==> src/core/sadc_regs.vh <==
// Constants for the SAR converter conversion and serial readout core.
// Assumes a 250 MHz pclk and an APB master with 32-bit data.
`ifndef SADC_REGS_VH
`define SADC_REGS_VH

// ----------------------------------------------------------------
// Register offsets (byte addresses)
// ----------------------------------------------------------------
`define SADC_CTRL_OFS 8'h00
`define SADC_STATUS_OFS 8'h04
`define SADC_RESULT_OFS 8'h08

// ----------------------------------------------------------------
// Field positions and reset values
// ----------------------------------------------------------------
`define SADC_CTRL_REF0_BIT 0
`define SADC_CTRL_REF1_BIT 1
`define SADC_CTRL_LVDS_BIT 2
`define SADC_CTRL_RST 3'h3
`define SADC_ST_BUSY_BIT 0
`define SADC_ST_PDOWN_BIT 1
`define SADC_ST_SELFCLK_BIT 2
`define SADC_ST_LOST_BIT 3
`define SADC_ST_EMPTY_BIT 4
`define SADC_ST_FULL_BIT 5
`define SADC_ST_SHIFT_BIT 6
`define SADC_SIGN_FLIP 16'h8000
`define SADC_HEADER 3'h2

// ----------------------------------------------------------------
// Timing: times in ns, counts in pclk cycles
// ----------------------------------------------------------------
`define SADC_CLK_PERIOD_NS 4
`define SADC_RESULT_READY_NS 100
`define SADC_CLOCK_CUTOFF_NS 20
`define SADC_ACQ_NS 20
`define SADC_STRAP_CYC 4
`define SADC_RESULT_READY_CYC \
  ((`SADC_RESULT_READY_NS + `SADC_CLK_PERIOD_NS - 1) / `SADC_CLK_PERIOD_NS)
`define SADC_CLOCK_CUTOFF_CYC (`SADC_CLOCK_CUTOFF_NS / `SADC_CLK_PERIOD_NS)
`define SADC_ACQ_CYC ((`SADC_ACQ_NS + `SADC_CLK_PERIOD_NS - 1) / `SADC_CLK_PERIOD_NS)

`endif

==> src/core/sadc_conv.v <==
// SAR converter conversion control and serial result readout core.
// Assumes an APB master on pclk; strobe, shift clock, echo pin and
// analog code arrive from outside the pclk domain.
//
// Local design decisions: the address map and register access over APB.
`default_nettype none
`include "sadc_regs.vh"

module sadc_conv (
  input wire pclk,
  input wire presetn,
  input wire psel,
  input wire penable,
  input wire pwrite,
  input wire [7:0] paddr,
  input wire [31:0] pwdata,
  output reg [31:0] prdata,
  output wire pready,
  output wire pslverr,
  input wire strobe_p,
  input wire strobe_n,
  input wire [15:0] analog_in,
  input wire shift_clk_in,
  input wire echo_clk_i,
  output reg echo_clk_o,
  output reg echo_clk_oe,
  output reg serial_data_out,
  output reg powered_down
);

  // ----------------------------------------------------------------
  // Timing counts
  // ----------------------------------------------------------------
  localparam [7:0] READY_CYC = `SADC_RESULT_READY_CYC;
  localparam [7:0] CUTOFF_CYC = `SADC_CLOCK_CUTOFF_CYC;
  localparam [7:0] ACQ_CYC = `SADC_ACQ_CYC;
  localparam [2:0] STRAP_CYC = `SADC_STRAP_CYC;

  // Conversion states
  localparam [1:0] ST_ACQ = 2'h0;
  localparam [1:0] ST_IDLE = 2'h1;
  localparam [1:0] ST_CONV = 2'h2;

  // ----------------------------------------------------------------
  // Declarations
  // ----------------------------------------------------------------
  reg [2:0] ctrl_reg;
  reg lost_reg;
  reg [15:0] last_reg;
  reg [1:0] state_reg;
  reg [7:0] timer_reg;
  reg sar_done_reg;
  reg [15:0] sar_word_reg;
  reg push_reg;
  reg [1:0] strb_s1_reg;
  reg [1:0] strb_s2_reg;
  reg strb_prev_reg;
  reg clk_s1_reg;
  reg clk_s2_reg;
  reg clk_s3_reg;
  reg echo_s1_reg;
  reg echo_s2_reg;
  reg [2:0] strap_cnt_reg;
  reg strap_done_reg;
  reg self_mode_reg;
  reg [15:0] ain_s1_reg;
  reg [15:0] ain_s2_reg;
  reg [18:0] shreg_reg;
  reg [4:0] bits_left_reg;
  reg quiet_reg;
  wire wr_en;
  wire rd_en;
  wire pdown;
  wire strobe_lvl;
  wire strobe_rise;
  wire start;
  wire sar_done;
  wire [15:0] sar_result;
  wire fifo_in_ready;
  wire fifo_out_valid;
  wire [15:0] fifo_out_data;
  wire load_word;
  wire clk_fall;
  wire cutoff_hit;
  wire ready_hit;
  wire abort_word;
  wire push_lost;

  // ----------------------------------------------------------------
  // APB slave
  // ----------------------------------------------------------------
  // Zero wait states; unmapped offsets answer with an error
  assign pready = 1'b1;
  assign pslverr = psel && penable && (paddr != `SADC_CTRL_OFS)
    && (paddr != `SADC_STATUS_OFS) && (paddr != `SADC_RESULT_OFS);
  assign wr_en = psel && penable && pwrite;
  assign rd_en = psel && !pwrite;

  // Control register and sticky lost flag; set beats clear
  always @(posedge pclk or negedge presetn)
  begin
    if (!presetn)
    begin
      ctrl_reg <= `SADC_CTRL_RST;
      lost_reg <= 1'b0;
    end
    else
    begin
      if (wr_en && paddr == `SADC_CTRL_OFS)
        ctrl_reg <= pwdata[2:0];
      if (abort_word || push_lost)
        lost_reg <= 1'b1;
      else if (wr_en && paddr == `SADC_STATUS_OFS && pwdata[`SADC_ST_LOST_BIT])
        lost_reg <= 1'b0;
    end
  end

  // Read data registered in the setup cycle
  always @(posedge pclk or negedge presetn)
  begin
    if (!presetn)
      prdata <= 32'h00000000;
    else if (rd_en && !penable)
    begin
      case (paddr)
        `SADC_CTRL_OFS: prdata <= {29'h0, ctrl_reg};
        `SADC_STATUS_OFS: prdata <= {25'h0, (bits_left_reg != 5'h00),
          !fifo_in_ready, !fifo_out_valid, lost_reg, self_mode_reg,
          pdown, (state_reg == ST_CONV)};
        `SADC_RESULT_OFS: prdata <= {16'h0, last_reg};
        default: prdata <= 32'h00000000;
      endcase
    end
  end

  // ----------------------------------------------------------------
  // Input synchronisers
  // ----------------------------------------------------------------
  // Two flops on every outside pin before any logic
  always @(posedge pclk or negedge presetn)
  begin
    if (!presetn)
    begin
      strb_s1_reg <= 2'h0;
      strb_s2_reg <= 2'h0;
      clk_s1_reg <= 1'b0;
      clk_s2_reg <= 1'b0;
      clk_s3_reg <= 1'b0;
      echo_s1_reg <= 1'b0;
      echo_s2_reg <= 1'b0;
      ain_s1_reg <= 16'h0000;
      ain_s2_reg <= 16'h0000;
      strb_prev_reg <= 1'b0;
    end
    else
    begin
      strb_s1_reg <= {strobe_n, strobe_p};
      strb_s2_reg <= strb_s1_reg;
      clk_s1_reg <= shift_clk_in;
      clk_s2_reg <= clk_s1_reg;
      clk_s3_reg <= clk_s2_reg;
      echo_s1_reg <= echo_clk_i;
      echo_s2_reg <= echo_s1_reg;
      ain_s1_reg <= analog_in;
      ain_s2_reg <= ain_s1_reg;
      strb_prev_reg <= strobe_lvl;
    end
  end

  // Single-ended level on positive pin, or the pair's difference
  assign strobe_lvl = ctrl_reg[`SADC_CTRL_LVDS_BIT]
    ? (strb_s2_reg[0] && !strb_s2_reg[1]) : strb_s2_reg[0];
  assign strobe_rise = strobe_lvl && !strb_prev_reg;
  assign clk_fall = clk_s3_reg && !clk_s2_reg;

  // ----------------------------------------------------------------
  // Readout mode strap
  // ----------------------------------------------------------------
  // Echo pin left undriven after reset; a grounded pin means self-clocked
  always @(posedge pclk or negedge presetn)
  begin
    if (!presetn)
    begin
      strap_cnt_reg <= 3'h0;
      strap_done_reg <= 1'b0;
      self_mode_reg <= 1'b0;
    end
    else if (!strap_done_reg)
    begin
      strap_cnt_reg <= strap_cnt_reg + 3'h1;
      if (strap_cnt_reg == STRAP_CYC)
      begin
        strap_done_reg <= 1'b1;
        self_mode_reg <= !echo_s2_reg;
      end
    end
  end

  // ----------------------------------------------------------------
  // Conversion control
  // ----------------------------------------------------------------
  assign pdown = !ctrl_reg[`SADC_CTRL_REF0_BIT] && !ctrl_reg[`SADC_CTRL_REF1_BIT];
  assign start = (state_reg == ST_IDLE) && strobe_rise && !pdown;
  assign cutoff_hit = (state_reg == ST_CONV) && (timer_reg == CUTOFF_CYC);
  assign ready_hit = (state_reg == ST_CONV) && (timer_reg >= READY_CYC);
  assign push_lost = push_reg && !fifo_in_ready;

  // Acquire, wait for strobe, convert; strobes inside a conversion do nothing
  always @(posedge pclk or negedge presetn)
  begin
    if (!presetn)
    begin
      state_reg <= ST_ACQ;
      timer_reg <= 8'h00;
      sar_done_reg <= 1'b0;
      sar_word_reg <= 16'h0000;
      push_reg <= 1'b0;
      last_reg <= 16'h0000;
      quiet_reg <= 1'b0;
    end
    else
    begin
      push_reg <= 1'b0;
      if (sar_done)
      begin
        sar_done_reg <= 1'b1;
        sar_word_reg <= sar_result;
      end
      case (state_reg)
        ST_ACQ:
        begin
          timer_reg <= timer_reg + 8'h01;
          if (timer_reg >= ACQ_CYC)
          begin
            state_reg <= ST_IDLE;
            timer_reg <= 8'h00;
          end
        end
        ST_IDLE:
        begin
          if (start)
          begin
            state_reg <= ST_CONV;
            timer_reg <= 8'h00;
            sar_done_reg <= 1'b0;
          end
        end
        ST_CONV:
        begin
          if (timer_reg != 8'hFF)
            timer_reg <= timer_reg + 8'h01;
          if (cutoff_hit)
            quiet_reg <= 1'b1;
          if (ready_hit && sar_done_reg)
          begin
            state_reg <= ST_ACQ;
            timer_reg <= 8'h00;
            push_reg <= 1'b1;
            last_reg <= sar_word_reg;
            quiet_reg <= 1'b0;
          end
        end
        default:
        begin
          state_reg <= ST_ACQ;
          timer_reg <= 8'h00;
        end
      endcase
    end
  end

  // Sixteen-step approximation of the held sample
  sadc_sar u_sar (
    .clk(pclk),
    .rstn(presetn),
    .start(start),
    .sample(ain_s2_reg),
    .done(sar_done),
    .result(sar_result)
  );

  // Results wait here until the serialiser is free
  sadc_fifo #(
    .W(16),
    .D(4),
    .AW(2)
  ) u_fifo (
    .clk(pclk),
    .rstn(presetn),
    .in_valid(push_reg),
    .in_ready(fifo_in_ready),
    .in_data(last_reg),
    .out_valid(fifo_out_valid),
    .out_ready(load_word),
    .out_data(fifo_out_data)
  );

  // ----------------------------------------------------------------
  // Serial readout
  // ----------------------------------------------------------------
  // Load only when idle, outside the quiet window, while the shift clock is low
  assign load_word = fifo_out_valid && (bits_left_reg == 5'h00)
    && !quiet_reg && !clk_s2_reg && !pdown;
  assign abort_word = cutoff_hit && (bits_left_reg != 5'h00);

  // Shift on each falling edge of the host clock
  always @(posedge pclk or negedge presetn)
  begin
    if (!presetn)
    begin
      shreg_reg <= 19'h00000;
      bits_left_reg <= 5'h00;
    end
    else if (abort_word)
    begin
      shreg_reg <= 19'h00000;
      bits_left_reg <= 5'h00;
    end
    else if (load_word)
    begin
      if (self_mode_reg)
      begin
        shreg_reg <= {`SADC_HEADER, fifo_out_data};
        bits_left_reg <= 5'd19;
      end
      else
      begin
        shreg_reg <= {fifo_out_data, 3'h0};
        bits_left_reg <= 5'd16;
      end
    end
    else if (clk_fall && bits_left_reg != 5'h00)
    begin
      shreg_reg <= {shreg_reg[17:0], 1'b0};
      bits_left_reg <= bits_left_reg - 5'h01;
    end
  end

  // Pin drivers: data and echo held low in the quiet window
  always @(posedge pclk or negedge presetn)
  begin
    if (!presetn)
    begin
      serial_data_out <= 1'b0;
      echo_clk_o <= 1'b0;
      echo_clk_oe <= 1'b0;
      powered_down <= 1'b0;
    end
    else
    begin
      powered_down <= pdown;
      echo_clk_oe <= strap_done_reg && !self_mode_reg;
      echo_clk_o <= clk_s2_reg && !quiet_reg && !self_mode_reg;
      if (quiet_reg || cutoff_hit || bits_left_reg == 5'h00)
        serial_data_out <= 1'b0;
      else
        serial_data_out <= shreg_reg[18];
    end
  end

endmodule // sadc_conv

`default_nettype wire

==> src/core/sadc_fifo.v <==
// Small result FIFO with valid/ready on both sides.
// Assumes one clock and an asynchronous active-low reset.
`default_nettype none

module sadc_fifo #(
  parameter W = 16,
  parameter D = 4,
  parameter AW = 2
) (
  input wire clk,
  input wire rstn,
  input wire in_valid,
  output wire in_ready,
  input wire [W-1:0] in_data,
  output wire out_valid,
  input wire out_ready,
  output wire [W-1:0] out_data
);

  reg [W-1:0] mem [0:D-1];
  reg [AW-1:0] wr_ptr_reg;
  reg [AW-1:0] rd_ptr_reg;
  reg [AW:0] count_reg;
  wire push;
  wire pop;

  // Honest full and empty from the fill count
  assign in_ready = (count_reg != D);
  assign out_valid = (count_reg != 0);
  assign out_data = mem[rd_ptr_reg];
  assign push = in_valid && in_ready;
  assign pop = out_valid && out_ready;

  // Storage array
  always @(posedge clk)
  begin
    if (push)
      mem[wr_ptr_reg] <= in_data;
  end

  // Pointers and fill count
  always @(posedge clk or negedge rstn)
  begin
    if (!rstn)
    begin
      wr_ptr_reg <= {AW{1'b0}};
      rd_ptr_reg <= {AW{1'b0}};
      count_reg <= {(AW+1){1'b0}};
    end
    else
    begin
      if (push)
        wr_ptr_reg <= wr_ptr_reg + 1'b1;
      if (pop)
        rd_ptr_reg <= rd_ptr_reg + 1'b1;
      if (push && !pop)
        count_reg <= count_reg + 1'b1;
      else if (pop && !push)
        count_reg <= count_reg - 1'b1;
    end
  end

endmodule // sadc_fifo

`default_nettype wire

==> src/core/sadc_sar.v <==
// Successive-approximation stepper, one bit per clock.
// Assumes the held sample stays steady for the whole conversion.
`default_nettype none
`include "sadc_regs.vh"

module sadc_sar (
  input wire clk,
  input wire rstn,
  input wire start,
  input wire [15:0] sample,
  output reg done,
  output reg [15:0] result
);

  reg [15:0] target_reg;
  reg [15:0] code_reg;
  reg [15:0] bit_reg;
  reg run_reg;
  wire [15:0] trial;

  // Trial code: decided bits plus the bit under test
  assign trial = code_reg | bit_reg;

  // Sixteen steps, MSB first, in offset binary
  always @(posedge clk or negedge rstn)
  begin
    if (!rstn)
    begin
      target_reg <= 16'h0000;
      code_reg <= 16'h0000;
      bit_reg <= 16'h0000;
      run_reg <= 1'b0;
      done <= 1'b0;
      result <= 16'h0000;
    end
    else
    begin
      done <= 1'b0;
      if (start && !run_reg)
      begin
        target_reg <= sample ^ `SADC_SIGN_FLIP;
        code_reg <= 16'h0000;
        bit_reg <= 16'h8000;
        run_reg <= 1'b1;
      end
      else if (run_reg)
      begin
        if (trial <= target_reg)
          code_reg <= trial;
        bit_reg <= bit_reg >> 1;
        if (bit_reg == 16'h0001)
        begin
          run_reg <= 1'b0;
          done <= 1'b1;
          result <= (trial <= target_reg ? trial : code_reg) ^ `SADC_SIGN_FLIP;
        end
      end
    end
  end

endmodule // sadc_sar

`default_nettype wire

==> config.mk <==
export PLATFORM = sky130hd
export DESIGN_NAME = sadc_conv
export DESIGN_NICKNAME = d
export VERILOG_FILES = /design/src/core/sadc_conv.v /design/src/core/sadc_fifo.v /design/src/core/sadc_sar.v
export VERILOG_INCLUDE_DIRS = /design/src /design/src/core
export SDC_FILE = /design/constraint.sdc
export NUM_CORES = 1
export LEC_CHECK = 0
export BUFFER_PORTS_ARGS = -buffer_cell sky130_fd_sc_hd__buf_2
export CAP_MARGIN = 20
export CORE_MARGIN = 2
export CORE_UTILIZATION = 35
export DETAILED_ROUTE_END_ITERATION = 8
export PLACE_DENSITY = 0.56
export SKIP_LAST_GASP = 1
export SLEW_MARGIN = 20
export SYNTH_ARGS = -nofsm -noshare
export SYNTH_HDL_FRONTEND = slang
export SYNTH_SLANG_ARGS = --single-unit
==> constraint.sdc <==
create_clock -name pclk -period 2.8 [get_ports pclk]
set_input_delay 0.14 -clock pclk [delete_from_list [all_inputs] [get_ports pclk]]
set_output_delay 0.14 -clock pclk [all_outputs]
set_load 0.01 [all_outputs]
# --- Word-level counts from Yosys, hierarchy flattened ---
# Memory sizes are Yosys's and may differ from the RTL's.
# Cells that the tools add are included.
op_classes:
  add_sub_neg: 7
  magnitude_cmp: 3
  eq_ne: 15
  muxes: 46
  reduce_logical: 70
  n_bitwise: 5
ops:
  columns: ["op", "count"]
  rows:
  - ["2-to-1 mux 16 bit", 5]
  - ["2-to-1 mux 19 bit", 4]
  - ["one-hot mux 16 bit (3 select lines)", 1]
  - ["logical AND 1 bit", 34]
  - ["2-to-1 mux 8 bit", 4]
  - ["one-hot mux 8 bit (3 select lines)", 1]
  - ["2-to-1 mux 1 bit", 21]
  - ["equality test 16 x 1 -> 1 bit, second input constant", 1]
  - ["equality test 8 x 3 -> 1 bit, second input constant", 2]
  - ["<= comparator 16 bit", 1]
  - ["logical NOT 1 bit", 16]
  - ["bitwise OR 16 bit", 1]
  - ["2-to-1 mux 5 bit", 3]
  - ["adder 8 x 1 -> 8 bit, second input constant", 1]
  - ["equality test 8 x 4 -> 1 bit, second input constant", 1]
  - ["greater-or-equal comparator 8 x 3 -> 1 bit, second input constant", 1]
  - ["greater-or-equal comparator 8 x 5 -> 1 bit, second input constant", 1]
  - ["logical NOT 8 bit", 1]
  - ["2-to-1 mux 2 bit", 4]
  - ["!= test 8 x 3 -> 1 bit, second input constant", 1]
  - ["!= test 8 x 4 -> 1 bit, second input constant", 1]
  - ["!= test 8 bit, second input constant", 1]
  - ["AND reduction 2 bit", 4]
  - ["nonzero test 2 bit", 4]
  - ["21 further kinds", 32]
word_totals:
  inputBits: 65
  word_cells: 185
  ff_bits: 229
  output_inout_bits: 38
  ramBits: 64
  mem_count: 1
memory_table:
  columns: ["name", "depth", "word_bits", "read_ports", "rd_clocked_by_memory_dff", "wr", "line", "text"]
  rows:
  - ["u_fifo.mem", 4, 16, 1, 0, 1, "sadc_fifo.v:20", "reg [W-1:0] mem [0:D-1];"]

# --- Logic depth before layout (Yosys ltp) ---
# Gate-level depths: netlist of run 1.
depth:
  depth_word: 9
  ltp_mapped: 15
  depth_no_buf: 12

# --- Hierarchy ---
# From an unflattened synthesis of run 1, not the netlist that was laid out.
hier_totals:
  hier_cells: 845
  area_unflattened_um2: 11646.2
modules_own_cells:
  columns: ["module", "cells_each", "seq_area_each_um2", "area_each_um2", "instances"]
  rows:
  - ["sadc_conv", 450, 3505.9, 5763.0, 1]
  - ["sadc_sar", 276, 1651.6, 3123.0, 1]
  - ["sadc_fifo", 119, 2097.0, 2760.1, 1]

# --- Worst setup path after synthesis of run 1 ---
# OpenSTA, ideal clock, no wires.
synth_path:
  path_kind: "register to register"
  start: "reg bits_left_reg[0]"
  end: "reg u_fifo.count_reg[1]"
  synth_period_minus_slack_ns: 2.827
  t_arrival_ns: 2.702
  setup_time_ns: 0.125
  path_slack_ns: -0.027
  path_buffers: 3
  stages_incl_launch_ff: 14
  required_ns: 2.675
  cell_sequence: "dfrtp_1 inv_1 ha_1 or4b_4 nor4_1 nor2b_1 buf_4 inv_2 buf_6 buf_6 ha_1 inv_1 fa_1 mux2_2"
synth_between:
  elab_chain_cells: 9
  word_cells_on_any_way: 11
  classes_between: "mux: 1; reduce/logical: 10"
synth_rtl:
  columns: ["element", "line", "text"]
  rows:
  - ["start, declared", "sadc_conv.v:69", "reg [4:0] bits_left_reg;"]
  - ["start signal, assigned", "sadc_conv.v:335", "bits_left_reg <= bits_left_reg - 5'h01;"]
  - ["logical NOT 5 bit (*)", "sadc_conv.v:302", "assign load_word = fifo_out_valid && (bits_left_reg == 5'h00)"]
  - ["logical AND 1 bit (*)", "sadc_conv.v:302", null]
  - ["logical AND 1 bit (*) (3 in series)", "sadc_conv.v:303", "&& !quiet_reg && !clk_s2_reg && !pdown;"]
  - ["logical AND 1 bit (*)", "sadc_fifo.v:32", "assign pop = out_valid && out_ready;"]
  - ["logical NOT 1 bit", "sadc_fifo.v:56", "if (push && !pop)"]
  - ["logical AND 1 bit", "sadc_fifo.v:56", null]
  - ["2-to-1 mux 3 bit or nonzero test 2 bit (tied branches)", null, null]
  - ["end signal, assigned", "sadc_fifo.v:48", "count_reg <= {(AW+1){1'b0}};"]
  - ["end signal, assigned", "sadc_fifo.v:57", "count_reg <= count_reg + 1'b1;"]
  - ["end signal, assigned", "sadc_fifo.v:59", "count_reg <= count_reg - 1'b1;"]
  - ["end, declared", "sadc_fifo.v:23", "reg [AW:0] count_reg;"]
# Every way passes the cells marked *; elsewhere a longest branch is shown, timed or not.
# A chain may end at the register's enable or synchronous reset.

# --- Final worst setup path of run 1 ---
layout_path:
  start: "reg bits_left_reg[1]"
  end: "reg u_fifo.count_reg[1]"
# The elaborated chain is that of the path after synthesis.

==> flow_metrics.env, run 1 <==
export IMPL_finalClockSkew_ps=12.8
export IMPL_largest_reg_flops=64
export IMPL_gp_congestion=0.764
export IMPL_clk_transition_reported_paths_ps=60
export IMPL_worst_setup_path_type="flop to flop"
export IMPL_portBuffers=57
export IMPL_wl_per_cell_microns=14.7
export IMPL_setup_viol=0
export IMPL_drtIter0Drc=330
export IMPL_cts_buffer_depth=3
export IMPL_grt_pass1_wl_mm=35.9
export IMPL_clkSinkCount=277
export IMPL_die_area_sq_mm=0.0343
export IMPL_critPathCaptureType="flop"
export IMPL_top_usage_layer="met2"
export IMPL_remaining_drc_errors=0
export IMPL_relSlewSlack=0.342
export IMPL_gr_usage_met3=0.0204
export IMPL_synthTopCellsByCount="211 x dfrtp_1, 64 x edfxtp_1, 55 x mux2_2"
export IMPL_coreArea_sq_mm=0.0324
export IMPL_chipWidth_microns=185
export IMPL_required_ps=3220
export IMPL_grt_pass1_vias=6831
export IMPL_cap_violations=0
export IMPL_start_kind="flop"
export IMPL_grt_util_all_layers=0.130
export IMPL_numCtsBuffers=30
export IMPL_worst_slew_pin_slew_ps=987
export IMPL_cts_setup_buffers=0
export IMPL_dp_hpwl_mm=13.7
export IMPL_netlist_instances=857
export IMPL_hold_class="primary input to flop"
export IMPL_grt_setup_unrepaired="false"
export IMPL_clk_latency_ps=540
export IMPL_final_min_clock_period_ps=2570
export IMPL_avgSynthCellArea_sq_um=13.4
export IMPL_grt_max_degree=76
export IMPL_overflow=0
export IMPL_hold_worst_slack_ps=17.8
export IMPL_drive_gt1_frac=0.237
export IMPL_yosys_warnings=0
export IMPL_fill_cells=3069
export IMPL_yosysMostFrequentCell="dfrtp_1"
export IMPL_fp_dieH_microns=185
export IMPL_cts_root_buf="clkbuf_16"
export IMPL_antenna_cells=0
export IMPL_areaGrowthSynthToFinish_pct=18.3
export IMPL_final_nets=1050
export IMPL_yosysTopAreaCell="dfrtp_1"
export IMPL_cp_data_arrival_time_ps=3000
export IMPL_period_share=0.918
export IMPL_synth_ff_type="dfrtp_1"
export IMPL_antenna_found_initial=0
export IMPL_start_util=0.355
export IMPL_synthArstFlopShare=0.769
export IMPL_ys_ff_latch=277
export IMPL_drv_slew=0
export IMPL_crit_fanout=3
export IMPL_via_per_inst=4.71
export IMPL_rows=66
export IMPL_max_freq_ghz=0.389
export IMPL_fin_util=0.420
export IMPL_io_pins=103
export IMPL_drtPass1Iterations=4
export IMPL_leakage_nw=5.72
export IMPL_hold_violations=0
export IMPL_synth_top_area_frac=0.460
export IMPL_yosysSeqAreaShare=0.632
export IMPL_syn_cell_area_sq_mm=0.0115
export IMPL_power_density_mw_per_mm2=676
export IMPL_cts_tree="yes"
export IMPL_ant_nets=0
export IMPL_synthTopCellsByArea="dfrtp_1 46%, edfxtp_1 17%, mux2_2 5.4%, mux4_2 3.1%, ha_1 3.1%"
export IMPL_dr_total_vias=6702
export IMPL_ys_types=58
export IMPL_met2_usage=0.211
export IMPL_outcome="finished clean"
export IMPL_vdd_ir_drop_max_uv=534
export IMPL_synth_edf_count=64
export IMPL_htree_levels=1
export IMPL_met1_usage=0.182
export IMPL_wl_mm=20.8
[per-stage QoR]
stage | std cells | power, mW | TNS [ps] | cell area (sq um) | setup WS, ps
after floorplan | 872 | 4.89 | -1.22 | 11500 | -1.22
after global placement | 1341 | 5.17 | 0 | 12300 | 222
after detailed placement | 1341 | 5.18 | 0 | 12300 | 214
after CTS | 1422 | 9.32 | 0 | 13600 | 185
after global routing | 1422 | 9.63 | 0 | 13600 | 30.3
final | 1422 | 9.17 | 0 | 13600 | 228
[path summary, 6_finish.rpt]
check                      slack (ps)                          endpoint  cells after the start                          from
hold reg to reg                   350          ain_s2_reg[11]$_DFF_PN0_                      0      ain_s1_reg[11]$_DFF_PN0_
max in group asynchronous        1700  u_sar.target_reg[10]$_DFFE_PN0P_                      3                       presetn
setup / recovery                  230   u_fifo.count_reg[1]$_DFFE_PN0P_                     10  bits_left_reg[1]$_DFFE_PN0P_
min in group asynchronous         190      strap_cnt_reg[2]$_DFFE_PN0N_                      2                       presetn
hold / removal                     20             prdata[3]$_DFFE_PN0P_                      4                      paddr[0]
setup reg to reg                  230   u_fifo.count_reg[1]$_DFFE_PN0P_                     10  bits_left_reg[1]$_DFFE_PN0P_
[routing by layer]
layer | up-vias | wire length [microns]
li1 | 3248 | -
met1 | 3331 | 9890
met2 | 97 | 9890
met3 | 26 | 681
met4 | 0 | 383
met5 | - | 0
[area by class of cell]
class	instances	area, sq um	share of cell area
Clock inverter	12	164	0.0121
Clock buffer	44	876	0.0645
Timing Repair Buffer	110	781	0.0575
Tap cell	442	553	0.0407
Sequential cell	277	7250	0.534
Multi-Input combinational cell	490	3780	0.278
Inverter	47	176	0.0130
[where the power goes]
group	internal (mW)	leakage, nW	switching (mW)	total, mW
clock	2.53	0.507	1.53	4.06
sequential	4.22	3.27	0.0815	4.30
combinational	0.309	1.94	0.504	0.814
[placed cells by master, fill, tap and decap left out, types with 5 or more instances in the layout]
cell,n
buf_2,56
clkbuf_16,32
dlygate4sd3_1,25
a22o_1,25
or2_2,18
nand3b_1,5
nand3_1,13
and2_1,5
edfxtp_1,64
nand2b_1,7
mux2_2,55
nor2b_1,18
a211oi_1,43
xor2_1,5
inv_1,45
a21oi_1,42
nand2_1,49
nor4_1,8
ha_1,28
dfrtp_1,211
xnor2_1,7
mux2i_1,17
nand4_1,6
o21ai_0,29
nor3_1,6
buf_4,26
clkbuf_1,9
mux4_2,16
conb_1,17
nor2_1,25
[logic make-up (layout without fill, tap and decap cells)]
logic type,after synthesis,count (layout),share of synthesized area
buffers and inverters,105,213,0.0440
XOR/XNOR,12,12,0.00916
AND/OR/NAND/NOR,180,180,0.0848
flip-flops,277,277,0.632
other,2,17,0.000654
AO/OA/AOI/OAI,162,162,0.0947
adder cells (fa/ha/maj),29,29,0.0323
multiplexers,90,90,0.102
[repair_timing]
action,CTS,global route
endpoints found under the hold margin,96,0
setup endpoints to repair,0,1
hold buffers,25,0
resized for setup,0,1
[critical path, stage by stage, from the launching register on]
cell and delay [ps]:
dfrtp_1 400, inv_1 90, ha_1 150, or4b_4 470
nor4_1 160, nor2b_2 200, inv_2 50, ha_1 210
inv_1 70, fa_1 400, mux2_2 260
(Power assumes the default switching activity.)
==> run 2: changes to the inputs <==
--- a/config.mk
+++ b/config.mk
@@ -10,6 +10,7 @@
 export CAP_MARGIN = 20
 export CORE_MARGIN = 2
 export CORE_UTILIZATION = 35
+export CTS_BUF_LIST = sky130_fd_sc_hd__clkbuf_4
 export DETAILED_ROUTE_END_ITERATION = 8
 export PLACE_DENSITY = 0.56
 export SKIP_LAST_GASP = 1
==> run 2 against run 1 <==
  * Cell area up 0.82%
  * Sequential cell count is the same
  * Worst setup slack worse by 41 ps
  * Sequential share of layout area decreased by 0.43 points
  * Global-route usage is 0.62 points higher
  * Total power is 2.8% lower
  * Critical path depth fell by 2
  * Wire length is 3.3% higher
  * Clock-buffer cell count is 77 higher
  * Clock power fell by 6.4%
  * Clock skew up 29 ps
  * Die area is the same
  * Critical path type is now primary input to flop
  * Largest cell class unchanged
==> flow_metrics.env, run 2 (synthesis gave the netlist of run 1 again) <==
export IMPL_drtIter0Drc=390
export IMPL_multiInputGateArea_sq_mm=0.00378
export IMPL_required_ps=3320
export IMPL_largest_reg_flops=64
export IMPL_dp_hpwl_mm=13.7
export IMPL_grt_util_all_layers=0.136
export IMPL_drtPass1Iterations=4
export IMPL_cp_data_arrival_time_ps=3130
export IMPL_seqCellArea_sq_mm=0.00725
export IMPL_worst_slew_pin_slew_ps=1010
export IMPL_dr_total_vias=7046
export IMPL_gp_congestion=0.764
export IMPL_numCtsBuffers=75
export IMPL_clk_transition_reported_paths_ps=60
export IMPL_layout_commonest_cell="dfrtp_1"
export IMPL_post_place_ws_ps=214
export IMPL_final_min_clock_period_ps=2610
export IMPL_worstPathBufferInverterCount=4
export IMPL_areaGrowthSynthToFinish_pct=19.3
export IMPL_die_area_sq_mm=0.0343
export IMPL_via_per_inst=4.66
export IMPL_cts_tree="yes"
export IMPL_htree_levels=3
export IMPL_ant_nets=0
export IMPL_wl_mm=21.5
export IMPL_top_usage_layer="met2"
export IMPL_place_inst=1341
export IMPL_postLayoutCellArea_sq_mm=0.0137
export IMPL_grt_pass1_vias=7428
export IMPL_grt_pass1_wl_mm=37.3
export IMPL_cts_root_buf="clkbuf_4"
export IMPL_drv_slew=0
export IMPL_outcome="finished clean"
export IMPL_grt_max_degree=76
export IMPL_start_util=0.355
export IMPL_met1_usage=0.177
export IMPL_drive_gt1_frac=0.293
export IMPL_coreArea_sq_mm=0.0324
export IMPL_slowest_delay_ps=590
export IMPL_mostFrequentLayoutCells="211 x dfrtp_1, 121 x clkbuf_4, 64 x edfxtp_1"
export IMPL_placed_area_sq_mm=0.0123
export IMPL_remaining_drc_errors=0
export IMPL_cts_buffer_depth=3
export IMPL_worstPathCellList="dlygate4sd3_1, buf_2, nor2_1, dlygate4sd3_1, nand2_1, nor4_1, mux2_2, dlygate4sd3_1"
export IMPL_cp_top_family="buffers and inverters"
export IMPL_start_kind="primary input"
export IMPL_relSlewSlack=0.329
export IMPL_slowest_stage="dlygate4sd3_1"
export IMPL_vdd_ir_drop_max_uv=339
export IMPL_cap_violations=0
export IMPL_rows=66
export IMPL_antenna_found_initial=1
export IMPL_overflow=0
export IMPL_hold_violations=0
export IMPL_final_nets=1106
export IMPL_crit_fanout=5
export IMPL_finalClockSkew_ps=42.0
export IMPL_setup_viol=0
export IMPL_fill_cells=3084
export IMPL_hold_class="primary input to async pin"
export IMPL_critPathCaptureType="flop"
export IMPL_chipWidth_microns=185
export IMPL_io_pins=103
export IMPL_period_share=0.933
export IMPL_worst_setup_path_type="primary input to flop"
export IMPL_leakage_nw=5.88
export IMPL_layout_cells_non_filler=1513
export IMPL_fp_dieH_microns=185
export IMPL_clk_latency_ps=670
export IMPL_gr_usage_met3=0.0307
export IMPL_max_freq_ghz=0.383
export IMPL_fin_ws_ps=188
export IMPL_met2_usage=0.220
export IMPL_portBuffers=57
export IMPL_wl_per_cell_microns=14.2
export IMPL_tns_ps=0
export IMPL_clkSinkCount=277
export IMPL_power_density_mw_per_mm2=652
export IMPL_cpMostUsedCell="dlygate4sd3_1"
[run 2: what timing repair did]
item | CTS | global route
resized for setup | 0 | 1
hold endpoints to repair | 211 | 0
endpoints found under the setup margin | 0 | 1
hold buffers | 36 | 0
buffers inserted | 0 | 0
[run 2: final cells by class]
class	instances	share of cell area
tap	442	0.0404
timing repair buffer	121	0.0651
clock inverter	13	0.00932
inverter	47	0.0129
sequential	277	0.530
multi-input combinational	490	0.276
clock buffer	121	0.0663
antenna	2	0.000365
[run 2: path summary, 6_finish.rpt]
kind	from	end	slack [ps]	cells past startpoint
max	paddr[0]	ctrl_reg[2]$_DFFE_PN0P_	190	8
min	presetn	strap_cnt_reg[2]$_DFFE_PN0N_	50	2
max reg2reg	bits_left_reg[0]$_DFFE_PN0P_	u_fifo.count_reg[1]$_DFFE_PN0P_	200	10
min reg2reg	echo_s1_reg$_DFF_PN0_	echo_s2_reg$_DFF_PN0_	340	0
max in group asynchronous	presetn	sar_word_reg[0]$_DFFE_PN0P_	1810	3
min in group pclk	echo_clk_i	echo_s1_reg$_DFF_PN0_	120	2
[run 2: metal layers]
layer / share of wire / wire (microns)
met2: 0.49 / 10500
met5: 0 / 0
met4: 0.022 / 480
met3: 0.037 / 792
met1: 0.46 / 9810
[run 2: power breakdown]
group          internal (mW)  switching (mW)
clock network           2.22            1.58
registers               4.22          0.0814
logic                  0.315           0.508
[run 2: through the flow]
stage               hold slack, ps  power, mW  utilization
floorplan                     -156       4.89            -
global placement               176       5.17        0.380
detailed placement             175       5.18        0.380
CTS                           18.2       9.10        0.423
global route                  64.8       9.43        0.423
finish                        50.3       8.92        0.423
